### src/pkg/scl_pkg.sv
// Purpose: shared constants and types of the stereo codec link controller
// Assumes: host bus bits numbered with bit 0 as lsb
// Notes:   status and control bit positions are given in that numbering
package scl_pkg;

  // ------------------------------------------------------------
  // register offsets
  // ------------------------------------------------------------
  localparam logic [7:0] OFS_PLAY  = 8'h00;
  localparam logic [7:0] OFS_REC   = 8'h04;
  localparam logic [7:0] OFS_STAT  = 8'h08;
  localparam logic [7:0] OFS_FRST  = 8'h0C;
  localparam logic [7:0] OFS_CADDR = 8'h10;
  localparam logic [7:0] OFS_CRD   = 8'h14;
  localparam logic [7:0] OFS_CWD   = 8'h18;

  // ------------------------------------------------------------
  // field positions
  // ------------------------------------------------------------
  localparam int unsigned ST_OVR    = 7;
  localparam int unsigned ST_UNR    = 6;
  localparam int unsigned ST_RDY    = 5;
  localparam int unsigned ST_FIN    = 4;
  localparam int unsigned ST_REMPTY = 3;
  localparam int unsigned ST_RFULL  = 2;
  localparam int unsigned ST_PHALF  = 1;
  localparam int unsigned ST_PFULL  = 0;
  localparam int unsigned FRST_REC  = 1;
  localparam int unsigned FRST_PLAY = 0;
  localparam int unsigned CADDR_RD  = 0;
  localparam int unsigned CADDR_LSB = 1;
  localparam int unsigned TAG_VALID = 15;
  localparam int unsigned TAG_S2    = 13;
  localparam int unsigned TAG_S3    = 12;
  localparam int unsigned TAG_S4    = 11;

  // ------------------------------------------------------------
  // sizes, levels, frame layout, reset values
  // ------------------------------------------------------------
  localparam int unsigned SMP_W      = 16;
  localparam int unsigned FIFO_D     = 16;
  localparam logic [4:0]  HEMPTY_MAX = 5'h07;
  localparam logic [4:0]  HALF_LVL   = 5'h08;
  localparam logic [4:0]  FULL_LVL   = 5'h10;
  localparam logic [2:0]  LVL_EMPTY  = 3'h1;
  localparam logic [2:0]  LVL_HEMPTY = 3'h2;
  localparam logic [2:0]  LVL_HFULL  = 3'h3;
  localparam logic [2:0]  LVL_FULL   = 3'h4;
  localparam logic [2:0]  PLAY_LVL   = 3'h2;
  localparam logic [2:0]  REC_LVL    = 3'h3;
  localparam logic [4:0]  SLOT0_LAST = 5'h0F;
  localparam logic [4:0]  SLOTN_LAST = 5'h13;
  localparam logic [3:0]  SLOT_TAG   = 4'h0;
  localparam logic [3:0]  SLOT_CADDR = 4'h1;
  localparam logic [3:0]  SLOT_CDATA = 4'h2;
  localparam logic [3:0]  SLOT_LEFT  = 4'h3;
  localparam logic [3:0]  SLOT_RIGHT = 4'h4;
  localparam logic [3:0]  SLOT_END   = 4'hC;
  localparam logic        FIN_RST    = 1'b1;

  typedef enum logic [1:0] {
    CMD_IDLE   = 2'b00,
    CMD_QUEUED = 2'b01,
    CMD_SENT   = 2'b10
  } scl_cmd_t;

endpackage

### src/rtl/scl_ctrl.sv
// Purpose: stereo codec link controller, register slave and serial link
// Assumes: bus bit 0 is lsb; bit clock sampled by sys_clk_in
// Notes:   one stereo pair per link frame in each direction
`timescale 1ns/1ps
module scl_ctrl #(
  parameter logic [31:0] BASE_ADDR  = 32'h0000_0000,
  parameter logic [2:0]  PLAY_LEVEL = scl_pkg::PLAY_LVL,
  parameter logic [2:0]  REC_LEVEL  = scl_pkg::REC_LVL
) (
  input  wire logic        sys_clk_in,
  input  wire logic        rst_n_in,
  input  wire logic [31:0] bus_addr_in,
  input  wire logic [3:0]  bus_be_in,
  input  wire logic [31:0] bus_wdata_in,
  input  wire logic        bus_rnw_in,
  input  wire logic        bus_sel_in,
  input  wire logic        bus_seq_addr_in,
  output logic [31:0]      bus_rdata_out,
  output logic             bus_xfer_ack_out,
  output logic             bus_err_ack_out,
  output logic             bus_retry_out,
  output logic             bus_tout_sup_out,
  output logic             play_irq_out,
  output logic             rec_irq_out,
  input  wire logic        bit_clk_in,
  output logic             sync_out,
  output logic             sdata_out,
  input  wire logic        sdata_in
);

  // ------------------------------------------------------------
  // state
  // ------------------------------------------------------------
  typedef struct packed {
    logic              bclk_s1;
    logic              bclk_s2;
    logic              bclk_s3;
    logic              sdin_s1;
    logic              sdin_s2;
    logic              ack;
    logic              err;
    logic              tout;
    logic [31:0]       rdata;
    scl_pkg::scl_cmd_t cmd;
    logic              cmd_rd;
    logic [6:0]        cmd_addr;
    logic [15:0]       cmd_wdata;
    logic [15:0]       cmd_rdata;
    logic              fin;
    logic              frame_cmd;
    logic              unr;
    logic              ovr;
    logic              ready;
    logic [15:0]       rx_tag;
    logic [3:0]        slot;
    logic [4:0]        bidx;
    logic [19:0]       tsh;
    logic [3:0]        lag_slot;
    logic [4:0]        lag_bidx;
    logic [3:0]        rx_slot;
    logic [4:0]        rx_bidx;
    logic              retry;
    logic [19:0]       rsh;
    logic              play_ok;
    logic [1:0]        pop_pend;
    logic [15:0]       play_l;
    logic [15:0]       play_r;
    logic [1:0]        push_pend;
    logic [15:0]       rec_l;
    logic [15:0]       rec_r;
    logic              sync;
    logic              sdo;
    logic              pirq;
    logic              rirq;
  } scl_state_t;

  scl_state_t  q;
  scl_state_t  d;
  logic        rise;
  logic        fall;
  logic [19:0] rx_word;
  logic        bus_req;
  logic [7:0]  bus_ofs;
  logic        caddr_wr;
  logic [31:0] status;
  logic        pf_push;
  logic        pf_clr;
  logic        pf_in_ready;
  logic        pf_valid;
  logic [15:0] pf_data;
  logic [4:0]  pf_cnt;
  logic        rf_pop;
  logic        rf_clr;
  logic        rf_in_ready;
  logic        rf_valid;
  logic [15:0] rf_data;
  logic [15:0] rf_din;
  logic [4:0]  rf_cnt;
  logic        unr_set;
  logic        ovr_set;

  // ------------------------------------------------------------
  // helpers
  // ------------------------------------------------------------
  function automatic logic [4:0] slot_last(input logic [3:0] slot);
    slot_last = (slot == scl_pkg::SLOT_TAG) ? scl_pkg::SLOT0_LAST : scl_pkg::SLOTN_LAST;
  endfunction

  function automatic logic lvl_hit(input logic [4:0] cnt, input logic [2:0] lvl);
    case (lvl)
      scl_pkg::LVL_EMPTY:  lvl_hit = (cnt == 5'h00);
      scl_pkg::LVL_HEMPTY: lvl_hit = (cnt <= scl_pkg::HEMPTY_MAX);
      scl_pkg::LVL_HFULL:  lvl_hit = (cnt >= scl_pkg::HALF_LVL);
      scl_pkg::LVL_FULL:   lvl_hit = (cnt == scl_pkg::FULL_LVL);
      default:             lvl_hit = 1'b0;
    endcase
  endfunction

  // edges only valid while the system clock is over twice the bit clock
  assign rise     = q.bclk_s2 & ~q.bclk_s3;
  assign fall     = ~q.bclk_s2 & q.bclk_s3;
  assign rx_word  = {q.rsh[18:0], q.sdin_s2};
  assign bus_ofs  = bus_addr_in[7:0];
  assign bus_req  = bus_sel_in & (bus_addr_in[31:8] == BASE_ADDR[31:8]) & ~q.ack & ~q.err;
  assign caddr_wr = bus_req & ~bus_rnw_in & (bus_ofs == scl_pkg::OFS_CADDR);
  assign unr_set  = (q.pop_pend != 2'h0) & ~pf_valid;
  assign ovr_set  = (q.push_pend != 2'h0) & ~rf_in_ready;
  assign rf_din   = (q.push_pend == 2'h2) ? q.rec_l : q.rec_r;

  // ------------------------------------------------------------
  // sample queues
  // ------------------------------------------------------------
  scl_fifo #(
    .WIDTH (scl_pkg::SMP_W),
    .DEPTH (scl_pkg::FIFO_D)
  ) u_play_fifo (
    .clk_in        (sys_clk_in),
    .rst_n_in      (rst_n_in),
    .clear_in      (pf_clr),
    .in_valid_in   (pf_push),
    .in_ready_out  (pf_in_ready),
    .in_data_in    (bus_wdata_in[15:0]),
    .out_valid_out (pf_valid),
    .out_ready_in  (q.pop_pend != 2'h0),
    .out_data_out  (pf_data),
    .count_out     (pf_cnt)
  );

  scl_fifo #(
    .WIDTH (scl_pkg::SMP_W),
    .DEPTH (scl_pkg::FIFO_D)
  ) u_rec_fifo (
    .clk_in        (sys_clk_in),
    .rst_n_in      (rst_n_in),
    .clear_in      (rf_clr),
    .in_valid_in   (q.push_pend != 2'h0),
    .in_ready_out  (rf_in_ready),
    .in_data_in    (rf_din),
    .out_valid_out (rf_valid),
    .out_ready_in  (rf_pop),
    .out_data_out  (rf_data),
    .count_out     (rf_cnt)
  );

  always_comb begin
    status                     = 32'h0000_0000;
    status[scl_pkg::ST_OVR]    = q.ovr;
    status[scl_pkg::ST_UNR]    = q.unr;
    status[scl_pkg::ST_RDY]    = q.ready;
    status[scl_pkg::ST_FIN]    = q.fin;
    status[scl_pkg::ST_REMPTY] = ~rf_valid;
    status[scl_pkg::ST_RFULL]  = ~rf_in_ready;
    status[scl_pkg::ST_PHALF]  = (pf_cnt >= scl_pkg::HALF_LVL);
    status[scl_pkg::ST_PFULL]  = ~pf_in_ready;
  end

  // ------------------------------------------------------------
  // next state
  // ------------------------------------------------------------
  always_comb begin
    d         = q;
    pf_push   = 1'b0;
    pf_clr    = 1'b0;
    rf_pop    = 1'b0;
    rf_clr    = 1'b0;
    d.bclk_s1 = bit_clk_in;
    d.bclk_s2 = q.bclk_s1;
    d.bclk_s3 = q.bclk_s2;
    d.sdin_s1 = sdata_in;
    d.sdin_s2 = q.sdin_s1;
    d.pirq    = lvl_hit(pf_cnt, PLAY_LEVEL);
    d.rirq    = lvl_hit(rf_cnt, REC_LEVEL);

    // one left/right pair taken per frame, so both channels share a rate
    if (q.pop_pend != 2'h0) begin
      if (q.pop_pend == 2'h2) begin
        d.play_l = pf_valid ? pf_data : 16'h0000;
      end else begin
        d.play_r = pf_valid ? pf_data : 16'h0000;
      end
      if (unr_set) d.unr = 1'b1;
      d.pop_pend = q.pop_pend - 2'h1;
    end

    if (q.push_pend != 2'h0) begin
      if (ovr_set) d.ovr = 1'b1;
      d.push_pend = q.push_pend - 2'h1;
    end

    if (rise) begin
      d.sdo     = q.tsh[19];
      d.sync    = (q.slot == scl_pkg::SLOT_TAG);
      // codec answers on the first bit clock rise after sync is raised, so input lags output by a bit
      d.lag_slot = q.slot;
      d.lag_bidx = q.bidx;
      d.rx_slot  = q.lag_slot;
      d.rx_bidx  = q.lag_bidx;
      d.tsh     = {q.tsh[18:0], 1'b0};
      d.bidx    = q.bidx + 5'h01;
      if (q.bidx == slot_last(q.slot)) begin
        d.bidx = 5'h00;
        d.slot = (q.slot == scl_pkg::SLOT_END) ? scl_pkg::SLOT_TAG : q.slot + 4'h1;
        case (d.slot)
          scl_pkg::SLOT_TAG: begin
            // a write is done once the frame that carried it has ended
            if (q.cmd == scl_pkg::CMD_SENT && !q.cmd_rd) begin
              d.fin = 1'b1;
              d.cmd = scl_pkg::CMD_IDLE;
            end
            d.frame_cmd = (q.cmd == scl_pkg::CMD_QUEUED);
            if (d.frame_cmd) d.cmd = scl_pkg::CMD_SENT;
            d.play_ok  = q.ready;
            d.pop_pend = q.ready ? 2'h2 : 2'h0;
            d.tsh = {1'b1, d.frame_cmd, d.frame_cmd & ~q.cmd_rd, q.ready, q.ready, 15'h0000};
          end
          scl_pkg::SLOT_CADDR: begin
            d.tsh = q.frame_cmd ? {q.cmd_rd, q.cmd_addr, 12'h000} : 20'h00000;
          end
          scl_pkg::SLOT_CDATA: begin
            d.tsh = (q.frame_cmd && !q.cmd_rd) ? {q.cmd_wdata, 4'h0} : 20'h00000;
          end
          scl_pkg::SLOT_LEFT: begin
            d.tsh = q.play_ok ? {q.play_l, 4'h0} : 20'h00000;
          end
          scl_pkg::SLOT_RIGHT: begin
            d.tsh = q.play_ok ? {q.play_r, 4'h0} : 20'h00000;
          end
          default: begin
            d.tsh = 20'h00000;
          end
        endcase
      end
    end

    if (fall) begin
      d.rsh = rx_word;
      if (q.rx_bidx == slot_last(q.rx_slot)) begin
        case (q.rx_slot)
          scl_pkg::SLOT_TAG: begin
            d.rx_tag = rx_word[15:0];
            d.ready  = rx_word[scl_pkg::TAG_VALID];
          end
          scl_pkg::SLOT_CDATA: begin
            if (q.cmd == scl_pkg::CMD_SENT && q.cmd_rd && q.rx_tag[scl_pkg::TAG_S2]) begin
              d.cmd_rdata = rx_word[19:4];
              d.fin       = 1'b1;
              d.cmd       = scl_pkg::CMD_IDLE;
            end
          end
          scl_pkg::SLOT_LEFT: begin
            d.rec_l = rx_word[19:4];
          end
          scl_pkg::SLOT_RIGHT: begin
            if (q.rx_tag[scl_pkg::TAG_S3] && q.rx_tag[scl_pkg::TAG_S4]) begin
              d.rec_r     = rx_word[19:4];
              d.push_pend = 2'h2;
            end
          end
          default: begin
            d.rsh = rx_word;
          end
        endcase
      end
    end

    // host bus slave, one-cycle acknowledge except a playback write to a full queue, which waits
    d.ack   = 1'b0;
    d.err   = 1'b0;
    d.tout  = 1'b0;
    d.rdata = 32'h0000_0000;
    if (bus_req) begin
      if (bus_rnw_in) begin
        if (bus_ofs == scl_pkg::OFS_REC) begin
          d.ack         = 1'b1;
          rf_pop        = rf_valid;
          d.rdata[15:0] = rf_valid ? rf_data : 16'h0000;
        end else if (bus_ofs == scl_pkg::OFS_STAT) begin
          d.ack   = 1'b1;
          d.rdata = status;
        end else if (bus_ofs == scl_pkg::OFS_CRD) begin
          d.ack         = 1'b1;
          d.rdata[15:0] = q.cmd_rdata;
        end else begin
          d.err = 1'b1;
        end
      end else begin
        if (bus_ofs == scl_pkg::OFS_PLAY) begin
          // full queue stalls the bus instead of dropping a sample
          d.ack   = pf_in_ready;
          d.tout  = ~pf_in_ready;
          pf_push = pf_in_ready;
        end else if (bus_ofs == scl_pkg::OFS_FRST) begin
          d.ack  = 1'b1;
          pf_clr = bus_wdata_in[scl_pkg::FRST_PLAY];
          rf_clr = bus_wdata_in[scl_pkg::FRST_REC];
          if (pf_clr) d.unr = unr_set;
          if (rf_clr) d.ovr = ovr_set;
        end else if (bus_ofs == scl_pkg::OFS_CADDR) begin
          d.ack      = 1'b1;
          d.cmd_addr = bus_wdata_in[scl_pkg::CADDR_LSB +: 7];
          d.cmd_rd   = bus_wdata_in[scl_pkg::CADDR_RD];
          d.cmd      = scl_pkg::CMD_QUEUED;
          d.fin      = 1'b0;
        end else if (bus_ofs == scl_pkg::OFS_CWD) begin
          d.ack       = 1'b1;
          d.cmd_wdata = bus_wdata_in[15:0];
        end else begin
          d.err = 1'b1;
        end
      end
    end
  end

  always_ff @(posedge sys_clk_in or negedge rst_n_in) begin
    if (!rst_n_in) begin
      q     <= '0;
      q.fin <= scl_pkg::FIN_RST;
    end else begin
      q <= d;
    end
  end

  assign bus_rdata_out    = q.rdata;
  assign bus_xfer_ack_out = q.ack;
  assign bus_err_ack_out  = q.err;
  assign bus_retry_out    = q.retry;
  assign bus_tout_sup_out = q.tout;
  assign play_irq_out     = q.pirq;
  assign rec_irq_out      = q.rirq;
  assign sync_out         = q.sync;
  assign sdata_out        = q.sdo;
endmodule

### src/rtl/scl_fifo.sv
// Purpose: sample queue with valid/ready on both sides
// Assumes: DEPTH is a power of two
// Notes:   clear_in empties the queue in one cycle
`timescale 1ns/1ps
module scl_fifo #(
  parameter int unsigned WIDTH = 16,
  parameter int unsigned DEPTH = 16
) (
  input  wire logic                   clk_in,
  input  wire logic                   rst_n_in,
  input  wire logic                   clear_in,
  input  wire logic                   in_valid_in,
  output logic                        in_ready_out,
  input  wire logic [WIDTH-1:0]       in_data_in,
  output logic                        out_valid_out,
  input  wire logic                   out_ready_in,
  output logic [WIDTH-1:0]            out_data_out,
  output logic [$clog2(DEPTH):0]      count_out
);
  localparam int unsigned AW = $clog2(DEPTH);

  typedef struct packed {
    logic [AW-1:0] wr;
    logic [AW-1:0] rd;
    logic [AW:0]   cnt;
  } scl_fifo_st_t;

  scl_fifo_st_t     q;
  scl_fifo_st_t     d;
  logic [WIDTH-1:0] mem [DEPTH];
  logic             push;
  logic             pop;

  assign in_ready_out  = (q.cnt != (AW+1)'(DEPTH));
  assign out_valid_out = (q.cnt != '0);
  assign out_data_out  = mem[q.rd];
  assign count_out     = q.cnt;
  assign push          = in_valid_in & in_ready_out;
  assign pop           = out_valid_out & out_ready_in;

  always_comb begin
    d = q;
    if (clear_in) begin
      d = '0;
    end else begin
      if (push) d.wr = q.wr + 1'b1;
      if (pop) d.rd = q.rd + 1'b1;
      d.cnt = q.cnt + {{AW{1'b0}}, push} - {{AW{1'b0}}, pop};
    end
  end

  always_ff @(posedge clk_in or negedge rst_n_in) begin
    if (!rst_n_in) begin
      q <= '0;
    end else begin
      q <= d;
    end
  end

  // no reset on storage: contents are only read behind the counter
  always_ff @(posedge clk_in) begin
    if (push) mem[q.wr] <= in_data_in;
  end
endmodule

### config.mk
export PLATFORM = sky130hd
export DESIGN_NAME = scl_ctrl
export DESIGN_NICKNAME = d
export VERILOG_FILES = /design/src/pkg/scl_pkg.sv /design/src/rtl/scl_ctrl.sv /design/src/rtl/scl_fifo.sv
export SDC_FILE = /design/constraint.sdc
export NUM_CORES = 1
export LEC_CHECK = 0
export BUFFER_PORTS_ARGS = -buffer_cell sky130_fd_sc_hd__clkbuf_2
export CORE_ASPECT_RATIO = 0.6
export CORE_UTILIZATION = 45
export DETAILED_ROUTE_END_ITERATION = 10
export GPL_ROUTABILITY_DRIVEN = 1
export PLACE_DENSITY = 0.59
export SKIP_CTS_REPAIR_TIMING = 1
export SLEW_MARGIN = 20
export SYNTH_ARGS = -nofsm -noshare
export SYNTH_HDL_FRONTEND = slang
export SYNTH_SLANG_ARGS = --single-unit
### constraint.sdc
create_clock -name sys_clk_in -period 3.78 [get_ports sys_clk_in]
set_input_delay 0.378 -clock sys_clk_in [delete_from_list [all_inputs] [get_ports sys_clk_in]]
set_output_delay 0.378 -clock sys_clk_in [all_outputs]
set_load 0.05 [all_outputs]
==> metrics.yaml <==
cp_num_cells: 6
total_of_max_cap_violations: 0
critPathMaxStageDelay_ns: 0.83
start_util_pct: 45.7
tns_ns: 0
hold_viol_final: 0
crit_path_max_fanout: 13
cp-start-kind: "register"
ys_types: 75
top_cells_by_area_in_the_synthesized_netlist: "sky130_fd_sc_hd__edfxtp_1 50%, sky130_fd_sc_hd__dfrtp_1 19%, sky130_fd_sc_hd__mux4_2 8.4%"
synth_edf_count: 512
place.detailed.hpwl_um: 44200
final_setup_violation_count: 0
globalRouteOverflowTotal: 0
worst_setup_path_startpoint: "q[137]"
row_count: 73
timing.hold.worst.class: "in -> reg"
max-clock-path-buffers: 3
cts-buffers-inserted: 70
clock.fmax_mhz: 306
slowest_stage: "sky130_fd_sc_hd__o32ai_1"
cts_tree: "done"
cell_count_of_the_worst_hold_path: 1
routability_congestion_estimate: 0.788
ioPinCount: 115
die_width_um: 338
critical_path_endpoint_category: "register"
critPathCapture: "q[116]"
ys_dominant_reg_cell: "sky130_fd_sc_hd__edfxtp_1"
result_of_the_run: "finished, final reports clean"
worst_path_dominant_cell_family: "compound AO/OA/AOI/OAI gates"
ys_ff_latch: 747
cts-htree-levels: 3
rr_startpoint: "q[137]"
maximum_number_of_pins_on_one_net_before_global_route_repair: 74
drtAntennaViolNets: 0
worst_reg_to_reg_cells: 6
grt_first_pass_wirelength_um: 105000
share_of_the_yosys_chip_area_belonging_to_registers_pct: 69.8
detail_route.iter0.violations: 1535
fillerInstances: 5385
total_leakage_power_nw: 12.9
grt_setup_unrepaired: "false"
synth_warnings: 0
die_area_um2: 68700
clk_pin_slew_ns: 0.07
critPathKind: "reg -> reg"
fin_crit_sh_pct: 86.6
syn-cell-area_um2: 30500
syn_area_per_cell_um2: 16.9
final.setup_skew_ns: 0.0252
worst-r2r-setup-slack_ns: 0.51
layout-area-overhead-vs-synth_pct: 12.9
core-area_um2: 66600
final-max-slew-violation-count: 0
holdCritStartpoint: "bus_wdata_in[10]"
vdd_drop_max_uv: 269
yosys_top_cell_by_area: "sky130_fd_sc_hd__edfxtp_1"
firstDrtPassIters: 5
synthArstFlopShare_pct: 31.5
timing_worst_slew_pin_value_ns: 1.10
timing.critical_path.arrival_ns: 3.80
crit_chain: "inv_1 -> ha_1 -> o32ai_1 -> and3_1 -> a221oi_1 -> o21ai_0"
power.total_mw: 16.4
final_period_minus_worst_setup_slack_ns: 3.27
synthCells: 1800
drc: 0
numPortBuffers: 76
finalWirelength_um: 69500
slew-limit-headroom_pct: 26.8
detail_route.wl_per_cell_um: 24.1
p_per_area_nw_per_um2: 478
gr_util_all_layers_pct: 20.7
grt_antenna_before_repair: 2
worst_ep_required_time_ns: 4.31
critical_path.n_buffers_inverters: 1
tritoncts_num_sinks: 747
viasPerCell: 5.68
die_height_um: 203
synth_top_area_share_pct: 50.5
ctsRootBufferMaster: "sky130_fd_sc_hd__clkbuf_16"
nNetsFinal: 2034
r2r-end: "q[116]"
first_global_vias: 16400
post_route_cells_drive_above_1_share_pct: 26.2
vias: 16400
clkLatencyLatePin_ns: 0.63
==> how the worst min path moves through the flow <==
| stage | slack (ns) | endpoint |
|---|---|---|
| final | 0.19 | u_play_fifo.mem[10][10] |
| after global routing | 0.19 | u_play_fifo.mem[15][15] |
| after CTS | -0.28 | bus_rdata_out[12] |
| after detailed placement | 0.34 | q[239] |
| after global placement | 0.34 | q[239] |
| after floorplan | 0.08 | bus_err_ack_out |
==> per-stage QoR <==
step,cell area (µm²),worst slack [ns],hold WS [ns],util [%],cells
detailed placement,32100,0.520,0.338,48.2,2750
CTS,34400,0.634,-0.282,51.6,2878
finish,34400,0.508,0.194,51.6,2882
global route,34400,0.374,0.189,51.6,2881
global placement,32100,0.653,0.336,48.2,2750
floorplan,30500,0.805,0.0824,-,1816
==> report_power, final <==
part / internal [mW] / switching (mW)
clock network: 3.93 / 3.01
registers: 8.85 / 0.170
logic: 0.174 / 0.312
==> area by class of cell <==
class | instances | area, µm² | area share (%)
Inverter | 36 | 135 | 0.393
Timing Repair Buffer | 154 | 1020 | 2.97
Tap cell | 900 | 1130 | 3.27
Clock buffer | 102 | 2060 | 5.98
Sequential cell | 747 | 21300 | 61.9
Multi-Input combinational cell | 916 | 8580 | 25.0
Antenna cell | 1 | 2.50 | 0.00728
Clock inverter | 26 | 194 | 0.564
==> cells in the mapped netlist (all sizes together) (19+ instances only) <==
cell,n
o21ai,52
a221oi,34
nand2,111
mux2,114
buf,63
a21oi,36
a22oi,22
mux4,114
inv,34
nor2,68
ha,32
dfrtp,234
mux2i,76
clkbuf,54
edfxtp,512
and2,19
==> kinds of logic (layout without fill, tap and decap cells) <==
| logic type | after synthesis | after routing | synth area share [%] |
|---|---|---|---|
| buffers and inverters | 153 | 318 | 2.44 |
| multiplexers | 304 | 304 | 15.3 |
| AND/OR/NAND/NOR | 326 | 326 | 5.53 |
| XOR/XNOR | 18 | 18 | 0.518 |
| AO/OA/AOI/OAI | 217 | 217 | 4.97 |
| other | 1 | 18 | 0.0123 |
| flip-flops | 747 | 747 | 69.8 |
| adder cells (fa/ha/maj) | 34 | 34 | 1.45 |
==> state kept, by name, summed over array words and instances (netlist names) <==
name                   flops
bus_tout_sup_out           1
rec_irq_out                1
bus_err_ack_out            1
sync_out                   1
bus_xfer_ack_out           1
u_rec_fifo.mem           256
u_rec_fifo.count_out       5
bus_rdata_out             16
u_play_fifo.q              8
u_play_fifo.mem          256
q                        183
u_play_fifo.count_out      5
d                          3
u_rec_fifo.q               8
sdata_out                  1
play_irq_out               1
==> metal layers <==
metal / wire (µm) / GRT usage, % / vias to the layer above / share of wire, %
met4: 882 / 3.83 / 0 / 1.3
met5: 0 / 0 / - / 0
li1: - / - / 7214 / -
met3: 4620 / 4.71 / 72 / 6.6
met2: 28500 / 27.3 / 514 / 41
met1: 35500 / 34.6 / 8582 / 51
==> cells in the final DEF, fill, tap and decap left out, drive strengths merged, types with 7 or more instances in the layout <==
cell type    n
mux2       114
a221oi      34
xnor2       12
and3        17
a21oi       36
and2        19
mux4       114
ha          32
conb        17
a221o        9
a21o        10
mux2i       76
clkinv      21
nand2      111
nor4        10
a22oi       22
dfrtp      234
and4         7
nand4       14
nand2b      10
nor2        68
edfxtp     512
buf         76
nor2b       13
o21ai       52
clkbuf     177
nor3        15
nand3       12
o22a        16
inv         37
a22o         9
No activity file was read; power rests on OpenSTA's default activity.
